**src/csf_pkg.sv**
```systemverilog
// constants and carrier types for the cpu status flag block
package csf_pkg;

	// ****************************************
	// register byte addresses
	// ****************************************
	localparam logic [7:0] ADDR_FLAGS   = 8'h00;
	localparam logic [7:0] ADDR_PCL     = 8'h04;
	localparam logic [7:0] ADDR_TPL     = 8'h08;
	localparam logic [7:0] ADDR_TPH     = 8'h0C;
	localparam logic [7:0] ADDR_TRH     = 8'h10;
	localparam logic [7:0] ADDR_IRQ_ST  = 8'h14;
	localparam logic [7:0] ADDR_IRQ_MSK = 8'h18;
	localparam logic [7:0] ADDR_PC_ALL  = 8'h1C;

	// ****************************************
	// flag register bit positions
	// ****************************************
	localparam int unsigned F_C   = 0;
	localparam int unsigned F_AC  = 1;
	localparam int unsigned F_Z   = 2;
	localparam int unsigned F_OV  = 3;
	localparam int unsigned F_PDF = 4;
	localparam int unsigned F_TO  = 5;
	localparam int unsigned F_CZ  = 6;
	localparam int unsigned F_SC  = 7;
	localparam logic [7:0] FLAG_WR_MASK = 8'hCF;
	localparam logic [7:0] FLAG_RST     = 8'h00;

	// ****************************************
	// interrupt status bits
	// ****************************************
	localparam int unsigned IRQ_N      = 4;
	localparam int unsigned IRQ_WDT    = 0;
	localparam int unsigned IRQ_HALT   = 1;
	localparam int unsigned IRQ_TBL    = 2;
	localparam int unsigned IRQ_BRANCH = 3;

	// ****************************************
	// bus answers and datapath widths
	// ****************************************
	localparam logic [1:0] RESP_OKAY   = 2'h0;
	localparam logic [1:0] RESP_SLVERR = 2'h2;
	localparam int unsigned BYTE_W = 8;
	localparam int unsigned NIB_W  = 4;

	// ****************************************
	// alu operations
	// ****************************************
	typedef enum logic [8:0] {
		OP_ADD = 9'h001,
		OP_ADC = 9'h002,
		OP_SUB = 9'h004,
		OP_SBC = 9'h008,
		OP_RLC = 9'h010,
		OP_RRC = 9'h020,
		OP_AND = 9'h040,
		OP_OR  = 9'h080,
		OP_XOR = 9'h100
	} csf_op_e;

	// operation request from the instruction datapath
	typedef struct packed {
		logic       valid;
		csf_op_e    op;
		logic [7:0] a;
		logic [7:0] b;
	} csf_alu_req_s;

	// byte with a valid strobe
	typedef struct packed {
		logic       valid;
		logic [7:0] data;
	} csf_byte_s;

	// system events from watchdog and sleep logic
	typedef struct packed {
		logic wdt_timeout;
		logic watchdog_clear_instruction;
		logic halt;
	} csf_sys_ev_s;

endpackage

```
**src/csf_status_regs.sv**
```systemverilog
// status flags, program counter low byte and table pointer registers
//
// What this block does
// - software write to pc low byte jumps within current page
// - each pc low byte write inserts one dummy instruction cycle
// - two table pointers form table address, writable like plain registers
// - table read puts high byte in result register, low byte out
// - flag register writes never touch watchdog expiry or sleep flags
// - watchdog expiry set by time-out, cleared by power-up, clear, halt
// - sleep flag set by halt, cleared by power-up or watchdog clear
// - carry is add carry-out or subtract no-borrow; rotates update it
// - half carry is nibble carry or nibble no-borrow
// - zero flag set when an arithmetic or logic result is zero; rotates leave it
// - signed range flag is carry into msb xor carry out
// - sign xor flag equals signed range flag xor result msb
// - plain subtract copies zero flag into chained zero flag
// - subtract with borrow ands chained zero with new zero flag
// - other operations leave chained zero flag unchanged
// - calls and interrupts never save the flag register automatically
// - watchdog and sleep flags reset to zero; others unspecified
//
// Local design decisions: register access over AXI4-Lite and the register addresses.
`timescale 1ns/1ps
module csf_status_regs #(
	parameter int unsigned PC_W   = 13,
	parameter int unsigned PW_W   = 16,
	parameter int unsigned ADDR_W = 8
) (
	input  wire logic                i_clk,
	input  wire logic                i_reset,
	input  wire logic [ADDR_W-1:0]   i_s_awaddr,
	input  wire logic                i_s_awvalid,
	output logic                     o_s_awready,
	input  wire logic [31:0]         i_s_wdata,
	input  wire logic [3:0]          i_s_wstrb,
	input  wire logic                i_s_wvalid,
	output logic                     o_s_wready,
	output logic [1:0]               o_s_bresp,
	output logic                     o_s_bvalid,
	input  wire logic                i_s_bready,
	input  wire logic [ADDR_W-1:0]   i_s_araddr,
	input  wire logic                i_s_arvalid,
	output logic                     o_s_arready,
	output logic [31:0]              o_s_rdata,
	output logic [1:0]               o_s_rresp,
	output logic                     o_s_rvalid,
	input  wire logic                i_s_rready,
	input  wire csf_pkg::csf_alu_req_s i_alu_req,
	output csf_pkg::csf_byte_s       o_alu_result,
	input  wire csf_pkg::csf_sys_ev_s i_sys_ev,
	input  wire logic                i_pc_step,
	output logic [PC_W-1:0]          o_pc,
	output logic                     o_dummy_cycle,
	input  wire logic                i_tbl_valid,
	input  wire logic [PW_W-1:0]     i_tbl_word,
	output logic [2*8-1:0]           o_tbl_addr,
	output csf_pkg::csf_byte_s       o_tbl_low,
	output logic [7:0]               o_flags,
	output logic                     o_irq
);
	import csf_pkg::*;

	// ****************************************
	// behaviour notes for the next engineer
	// ****************************************
	// reset
	//   reset is asynchronous and clears the whole state record; the
	//   readies rise on the first edge after release, and requests
	//   should start no earlier than that edge
	// register bus
	//   write address and write data are taken in either order; the
	//   register write happens one edge after both halves are held,
	//   and the response rises on that same edge
	//   each ready stays low from its own handshake until the response
	//   has been taken, so one write is in flight at a time
	//   a read answers on the same edge that takes its address; the read
	//   mux has no side effects, so a repeated read is harmless
	//   unmapped addresses answer with an error response, no effect
	//   a clear write strobe bit zero leaves every register untouched
	// flag register
	//   software writes reach only the arithmetic and composite bits;
	//   the watchdog and sleep bits follow system events alone
	//   an alu operation in the same cycle as a bus write wins
	//   set events are applied after clear events, so a time-out in
	//   the same cycle as a clear or halt leaves the expiry bit set
	//   arithmetic bits are forced to zero at reset; their value after
	//   power-up is free, and zero keeps simulation free of unknowns
	// alu
	//   subtraction is a plus inverted b plus carry-in, so the carry
	//   and half carry read as no-borrow
	//   the signed range bit compares the carry into bit seven with
	//   the carry out of it, using a seven bit partial sum
	//   rotates touch only carry; logic operations touch only zero
	//   an unknown operation code passes a through and leaves flags
	// program counter
	//   a low byte write replaces the low eight bits and keeps the
	//   page bits; the step input is ignored in the write cycle and
	//   in the dummy cycle that follows, which stands for one clock
	//   the full counter is readable at its own address for debug
	// table read
	//   the two pointer bytes drive the table address continuously;
	//   software steps them by read-modify-write over the bus
	//   a fetched word lands high byte in the result register and
	//   the low byte leaves on a one-cycle strobe toward data memory
	// interrupts
	//   status bits are sticky and cleared by writing ones; a new
	//   event in the same cycle as its clear keeps the bit set
	//   the request output is the registered or of the status bits anded with the mask
	// hazards
	//   every output is a flip-flop, so each answer trails its cause
	//   by one edge; callers must not expect same-cycle results
	//   flags are never stacked on calls or interrupts; firmware
	//   saves them itself where it needs them

	// ****************************************
	// state of the whole block
	// ****************************************
	typedef struct packed {
		logic              aw_got;
		logic              w_got;
		logic [ADDR_W-1:0] awaddr;
		logic [31:0]       wdata;
		logic [3:0]        wstrb;
		logic              awready;
		logic              wready;
		logic              bvalid;
		logic [1:0]        bresp;
		logic              arready;
		logic              rvalid;
		logic [1:0]        rresp;
		logic [31:0]       rdata;
		logic [7:0]        flags;
		logic [PC_W-1:0]   pc;
		logic              dummy;
		logic [7:0]        tpl;
		logic [7:0]        tph;
		logic [7:0]        trh;
		csf_byte_s         tbl_low;
		csf_byte_s         alu;
		logic [IRQ_N-1:0]  irq_st;
		logic [IRQ_N-1:0]  irq_msk;
		logic              irq;
	} csf_state_s;

	csf_state_s st_q;
	csf_state_s st_d;

	// ****************************************
	// next state
	// ****************************************
	always_comb begin
		logic             do_wr;
		logic             wr_en;
		logic [7:0]       wb;
		logic [IRQ_N-1:0] ev;
		logic [7:0]       bb;
		logic             cin;
		logic [8:0]       sum;
		logic [4:0]       lo;
		logic [7:0]       lo7;
		logic [7:0]       res;
		logic             ov;
		logic             zr;
		logic             hit;
		logic [31:0]      rd;
		do_wr = 1'b0;
		wr_en = 1'b0;
		wb    = 8'h00;
		ev    = '0;
		bb    = 8'h00;
		cin   = 1'b0;
		sum   = 9'h000;
		lo    = 5'h00;
		lo7   = 8'h00;
		res   = 8'h00;
		ov    = 1'b0;
		zr    = 1'b0;
		hit   = 1'b0;
		rd    = 32'h0000_0000;
		st_d  = st_q;
		st_d.alu.valid     = 1'b0;
		st_d.tbl_low.valid = 1'b0;
		st_d.dummy         = 1'b0;

		// write address and data captured in either order
		if (i_s_awvalid && st_q.awready) begin
			st_d.awaddr = i_s_awaddr;
			st_d.aw_got = 1'b1;
		end
		if (i_s_wvalid && st_q.wready) begin
			st_d.wdata = i_s_wdata;
			st_d.wstrb = i_s_wstrb;
			st_d.w_got = 1'b1;
		end

		// register write once both halves are held
		do_wr = st_q.aw_got && st_q.w_got && !st_q.bvalid;
		wr_en = do_wr && st_q.wstrb[0];
		wb    = st_q.wdata[7:0];
		if (do_wr) begin
			st_d.bvalid = 1'b1;
			unique case (st_q.awaddr[7:0])
				ADDR_FLAGS, ADDR_PCL, ADDR_TPL, ADDR_TPH,
				ADDR_TRH, ADDR_IRQ_ST, ADDR_IRQ_MSK,
				ADDR_PC_ALL: st_d.bresp = RESP_OKAY;
				default:     st_d.bresp = RESP_SLVERR;
			endcase
		end
		if (wr_en) begin
			unique case (st_q.awaddr[7:0])
				ADDR_FLAGS: begin
					st_d.flags = (st_q.flags & ~FLAG_WR_MASK)
						| (wb & FLAG_WR_MASK);
				end
				ADDR_PCL: begin
					st_d.pc[7:0] = wb;
					st_d.dummy   = 1'b1;
					ev[IRQ_BRANCH] = 1'b1;
				end
				ADDR_TPL:     st_d.tpl = wb;
				ADDR_TPH:     st_d.tph = wb;
				ADDR_IRQ_ST:  st_d.irq_st = st_q.irq_st & ~wb[IRQ_N-1:0];
				ADDR_IRQ_MSK: st_d.irq_msk = wb[IRQ_N-1:0];
				default:      st_d.flags = st_q.flags;
			endcase
		end
		if (st_q.bvalid && i_s_bready) begin
			st_d.bvalid = 1'b0;
			st_d.aw_got = 1'b0;
			st_d.w_got  = 1'b0;
		end
		st_d.awready = !st_d.aw_got && !st_d.bvalid;
		st_d.wready  = !st_d.w_got && !st_d.bvalid;

		// read mux, no read side effects
		hit = 1'b1;
		unique case (i_s_araddr[7:0])
			ADDR_FLAGS:   rd[7:0] = st_q.flags;
			ADDR_PCL:     rd[7:0] = st_q.pc[7:0];
			ADDR_TPL:     rd[7:0] = st_q.tpl;
			ADDR_TPH:     rd[7:0] = st_q.tph;
			ADDR_TRH:     rd[7:0] = st_q.trh;
			ADDR_IRQ_ST:  rd[IRQ_N-1:0] = st_q.irq_st;
			ADDR_IRQ_MSK: rd[IRQ_N-1:0] = st_q.irq_msk;
			ADDR_PC_ALL:  rd[PC_W-1:0] = st_q.pc;
			default:      hit = 1'b0;
		endcase
		if (i_s_arvalid && st_q.arready) begin
			st_d.rvalid = 1'b1;
			st_d.rdata  = rd;
			st_d.rresp  = hit ? RESP_OKAY : RESP_SLVERR;
		end
		if (st_q.rvalid && i_s_rready) begin
			st_d.rvalid = 1'b0;
		end
		st_d.arready = !st_d.rvalid;

		// program counter stepping, held during the dummy cycle
		if (i_pc_step && !st_q.dummy && !st_d.dummy) begin
			st_d.pc = st_q.pc + PC_W'(1);
		end

		// table read result capture
		if (i_tbl_valid) begin
			st_d.trh = i_tbl_word[PW_W-1 -: BYTE_W];
			st_d.tbl_low.valid = 1'b1;
			st_d.tbl_low.data  = i_tbl_word[BYTE_W-1:0];
			ev[IRQ_TBL] = 1'b1;
		end

		// alu flags override a bus write in the same cycle
		if (i_alu_req.valid) begin
			bb  = i_alu_req.b;
			cin = 1'b0;
			if (i_alu_req.op == OP_ADC) begin
				cin = st_q.flags[F_C];
			end
			if (i_alu_req.op == OP_SUB) begin
				bb  = ~i_alu_req.b;
				cin = 1'b1;
			end
			if (i_alu_req.op == OP_SBC) begin
				bb  = ~i_alu_req.b;
				cin = st_q.flags[F_C];
			end
			sum = {1'b0, i_alu_req.a} + {1'b0, bb} + {8'h00, cin};
			lo  = {1'b0, i_alu_req.a[NIB_W-1:0]}
				+ {1'b0, bb[NIB_W-1:0]} + {4'h0, cin};
			lo7 = {1'b0, i_alu_req.a[6:0]} + {1'b0, bb[6:0]}
				+ {7'h00, cin};
			ov  = lo7[7] ^ sum[8];
			res = sum[7:0];
			unique case (i_alu_req.op)
				OP_ADD, OP_ADC, OP_SUB, OP_SBC: begin
					zr = (res == 8'h00);
					st_d.flags[F_C]  = sum[8];
					st_d.flags[F_AC] = lo[NIB_W];
					st_d.flags[F_Z]  = zr;
					st_d.flags[F_OV] = ov;
					st_d.flags[F_SC] = ov ^ res[7];
					if (i_alu_req.op == OP_SUB) begin
						st_d.flags[F_CZ] = zr;
					end
					if (i_alu_req.op == OP_SBC) begin
						st_d.flags[F_CZ] = st_q.flags[F_CZ] & zr;
					end
				end
				OP_RLC: begin
					res = {i_alu_req.a[6:0], st_q.flags[F_C]};
					st_d.flags[F_C] = i_alu_req.a[7];
				end
				OP_RRC: begin
					res = {st_q.flags[F_C], i_alu_req.a[7:1]};
					st_d.flags[F_C] = i_alu_req.a[0];
				end
				OP_AND, OP_OR, OP_XOR: begin
					if (i_alu_req.op == OP_AND) begin
						res = i_alu_req.a & i_alu_req.b;
					end else if (i_alu_req.op == OP_OR) begin
						res = i_alu_req.a | i_alu_req.b;
					end else begin
						res = i_alu_req.a ^ i_alu_req.b;
					end
					st_d.flags[F_Z] = (res == 8'h00);
				end
				default: res = i_alu_req.a;
			endcase
			st_d.alu.valid = 1'b1;
			st_d.alu.data  = res;
		end

		// system flags, set applied last so it wins
		if (i_sys_ev.watchdog_clear_instruction) begin
			st_d.flags[F_TO]  = 1'b0;
			st_d.flags[F_PDF] = 1'b0;
		end
		if (i_sys_ev.halt) begin
			st_d.flags[F_TO]  = 1'b0;
			st_d.flags[F_PDF] = 1'b1;
			ev[IRQ_HALT] = 1'b1;
		end
		if (i_sys_ev.wdt_timeout) begin
			st_d.flags[F_TO] = 1'b1;
			ev[IRQ_WDT] = 1'b1;
		end

		// sticky events, set beats a clear in the same cycle
		st_d.irq_st = st_d.irq_st | ev;
		st_d.irq    = |(st_d.irq_st & st_d.irq_msk);
	end

	// ****************************************
	// state register
	// ****************************************
	// flags and pc reset to zero; no stacking of flags
	always_ff @(posedge i_clk or posedge i_reset) begin
		if (i_reset) begin
			st_q <= '0;
		end else begin
			st_q <= st_d;
		end
	end

	// ****************************************
	// outputs straight from state
	// ****************************************
	assign o_s_awready   = st_q.awready;
	assign o_s_wready    = st_q.wready;
	assign o_s_bvalid    = st_q.bvalid;
	assign o_s_bresp     = st_q.bresp;
	assign o_s_arready   = st_q.arready;
	assign o_s_rvalid    = st_q.rvalid;
	assign o_s_rdata     = st_q.rdata;
	assign o_s_rresp     = st_q.rresp;
	assign o_alu_result  = st_q.alu;
	assign o_pc          = st_q.pc;
	assign o_dummy_cycle = st_q.dummy;
	assign o_tbl_addr    = {st_q.tph, st_q.tpl};
	assign o_tbl_low     = st_q.tbl_low;
	assign o_flags       = st_q.flags;
	assign o_irq         = st_q.irq;

endmodule

```
**config.mk**
```make
export PLATFORM = sky130hd
export DESIGN_NAME = csf_status_regs
export DESIGN_NICKNAME = d
export VERILOG_FILES = /design/src/csf_pkg.sv /design/src/csf_status_regs.sv
export SDC_FILE = /design/constraint.sdc
export NUM_CORES = 1
export LEC_CHECK = 0
export BUFFER_PORTS_ARGS = -buffer_cell sky130_fd_sc_hd__buf_2
export CAP_MARGIN = 20
export CORE_ASPECT_RATIO = 0.8
export CORE_UTILIZATION = 45
export CTS_CLUSTER_DIAMETER = 80
export DETAILED_ROUTE_END_ITERATION = 16
export PLACE_DENSITY = 0.78
export SETUP_SLACK_MARGIN = 0.05
export SYNTH_ARGS = -nofsm -noshare
export SYNTH_HDL_FRONTEND = slang
export SYNTH_SLANG_ARGS = --single-unit
```
**constraint.sdc**
```tcl
create_clock -name i_clk -period 3.8 [get_ports i_clk]
set_input_delay 0.19 -clock i_clk [delete_from_list [all_inputs] [get_ports i_clk]]
set_output_delay 0.19 -clock i_clk [all_outputs]
set_load 0.01 [all_outputs]
```
==> results.md <==
* Status: finished with violations
* Violated checks: hold timing
* CP arrival at 3360 ps
* Synth area leader: dfrtp_1
* Synth-to-Final Area Change at 9.28%
* Hold_buf cts at 0
* CP Launch Point: o_flags[0]$_DFF_PP0_
* Reg2reg end: o_flags[6]$_DFF_PP0_
* Via count at 5749
* Logic pwr share at 27.0%
* CTS sink cnt at 112
* Seq/Total Area, Yosys at 37.9%
* Post-cts sizing count at 0
* DP Wirelength at 14100 µm
* Critical path class: reg -> reg
* Leak Pwr at 3.79 nW
* Clock skew at 9.71 ps
* Worst skew pair latency at 350 ps
* Drt total wl at 18200 µm
* Mean post-synth cell area at 10.0 µm²
* Synth Flop Type: dfrtp_1
* Required @ worst endpoint at 4030 ps
* Final Hold Fails at 43
* Full die area at 0.0169 mm²
* Max-cap violations at 0
* Cells after Synth at 738
* Worst VDD drop at 238 µV
* Post-synth ARST share at 100%
* WHS at -38.6 ps
* Tot GR Track Use at 21.8%
* Chip height at 117 µm
* Switch share at 35.3%
* RSZ-0062 raised after global routing: no
* R2R depth at 11
* Most frequent cells after synthesis: dfrtp_1 (112), buf_4 (91), mux2_2 (65)
* Ys Warns at 0
* Chip Width at 145 µm
* Most common cell in the synthesized netlist: dfrtp_1
* Crit end category: flip-flop
* Seq cells post-synth at 112
* PortBufs at 155
* PD cells at 458 mW/mm²
* CTS tree: done
* Setup TNS at 0 ps
* Max transition margin at 49.7%
* Post-synth EDFFs at 0
* Clock-pin slew on the worst setup and hold paths at 80 ps
* Pwr Total at 3.70 mW
* Worst hold path class: in -> async
* Final Slew Violations at 0
* Worst setup path end: o_flags[6]$_DFF_PP0_
* Post-CTS setup buffer count at 0
* R2R Setup Slk at 680 ps
* Most area-consuming cells after synthesis: dfrtp_1 (38%), mux2_2 (9.9%), buf_4 (9.2%), ha_1 (4.1%), xnor2_1 (2.6%)
* # H-tree levels at 3
* Cell variety after synth at 88
* CTS buffer count at 9
* Fmax at 320 MHz
* Worst-Margin Slew at 754 ps
* Layout Nets at 947
* Non-Filler Instances at 1036
* Grt total ovfl at 0
* Placed cells at 1019
* Clock buffer depth at 2
* Fraction of layout cells with a size suffix above 1 at 34.5%
* Synthesized area at 0.00739 mm²
* R2R Path Start: o_flags[0]$_DFF_PP0_
* Root buffer cell: clkbuf_16
* Via/cell ratio at 5.55
* Element type at the critical path start: flip-flop
* P_int at 2.39 mW
* Flop pwr share at 47.8%
* DRT iter0 DRCs at 453
* Final setup viols at 0
* Yosys top cell area share at 37.9%
* P_sw at 1.30 mW
* Routability Congestion at 0.933
* Max FO, Critical Path at 6
* Period utilization at 82.2%
* Min cycle time layout at 3120 ps
* I/O pin count at 204
* Pre-Repair DR Iteration Count at 5
* Core Area at 0.0159 mm²
* Vias in the first global route at 5339
* First-pass GRT wire length at 28700 µm
* Initial Utilization at 46.5%
* FP Rows at 41
* Antenna violations before repair at 1
* ANT nets after route at 0
* Clk pwr share at 25.2%
* Largest net degree at the start of global routing at 60
* Avg WL per Cell at 17.6 µm
* Remaining DRCs at 0
==> layout make-up <==
class	instances	area, µm²
diodes	1	2.50
well taps	215	269
repair buffers	165	851
flip-flops and latches	112	2800
clock inverters	7	77.6
fillers	1458	7830
clock buffers	9	225
inverters	31	119
multi-input cells	496	3730
==> kinds of logic after synthesis <==
logic type,Yosys count,synth area share [%]
adder cells (fa/ha/maj),26,4.61
AO/OA/AOI/OAI,162,16.0
multiplexers,72,10.9
flip-flops,112,37.9
AND/OR/NAND/NOR,183,14.1
XOR/XNOR,32,3.79
other,1,0.0507
buffers and inverters,150,12.6
==> worst max-delay path, cell delays in order (launching register included) <==
cell	delay, ps
dfrtp_1	480
a31oi_1	140
nor3_1	310
fa_1	270
inv_1	60
fa_1	400
nor2b_1	190
o22a_1	240
xor2_1	110
nor4_1	280
nand4b_1	190
o41ai_1	340
==> power groups by stage <==
stage,sequential [mW],combinational (mW),clock [mW]
global route,1.80,1.11,0.996
floorplan,1.67,0.855,0
detailed placement,1.78,0.999,0
global placement,1.78,0.970,0
CTS,1.76,1.01,0.953
finish,1.77,0.999,0.931
==> routing by layer <==
metal / GRT usage (%) / wire length (µm) / vias up
met2: 32.9 / 7930 / 224
met5: 0 / 0 / -
li1: - / - / 2707
met1: 31.1 / 8850 / 2789
met3: 5.04 / 1150 / 29
met4: 6.25 / 311 / 0
==> cell usage in the layout, fill, tap and decap left out, drive strengths merged, types with 14 or more instances in the layout <==
cell type | netlist | routed
a21oi | 19 | 19
buf | 103 | 165
conb | 1 | 21
dfrtp | 112 | 112
ha | 24 | 24
inv | 30 | 32
mux2 | 66 | 66
nand2 | 45 | 45
nand3 | 14 | 14
nor2 | 38 | 38
o21ai | 42 | 42
xnor2 | 22 | 22
==> worst min-delay path by stage <==
stage | start | slack [ps] | end | cells past startpoint
after floorplan | i_alu_req[25] | 220 | o_alu_result[8]$_DFF_PP0_ | 0
after detailed placement | i_reset | 380 | o_tbl_low[7]$_DFFE_PP0P_ | 2
after global routing | i_reset | 30 | o_tbl_low[7]$_DFFE_PP0P_ | 2
after CTS | i_reset | 6 | st_q[31]$_DFFE_PP0P_ | 2
after global placement | i_reset | 380 | o_tbl_low[7]$_DFFE_PP0P_ | 2
final | i_reset | -40 | o_tbl_low[7]$_DFFE_PP0P_ | 2
==> through the flow <==
step | setup slack [ps] | util, % | area, µm² | hold WS [ps]
2_1_floorplan | 554 | - | 7460 | 221
3_3_place_gp | 526 | 48.9 | 7770 | 380
3_5_place_dp | 448 | 48.9 | 7770 | 381
4_1_cts | 738 | 50.8 | 8070 | 6.02
5_1_grt | 534 | 50.8 | 8080 | 32.0
6_report | 676 | 50.8 | 8080 | -38.6
==> state kept, by name (all words and copies together), names as in the netlist, 8 cells and up <==
name	cells
o_flags	8
o_alu_result	9
o_tbl_low	9
o_pc	13
o_tbl_addr	16
o_s_rdata	13
st_q	35
No activity file was read; power rests on OpenSTA's default activity.
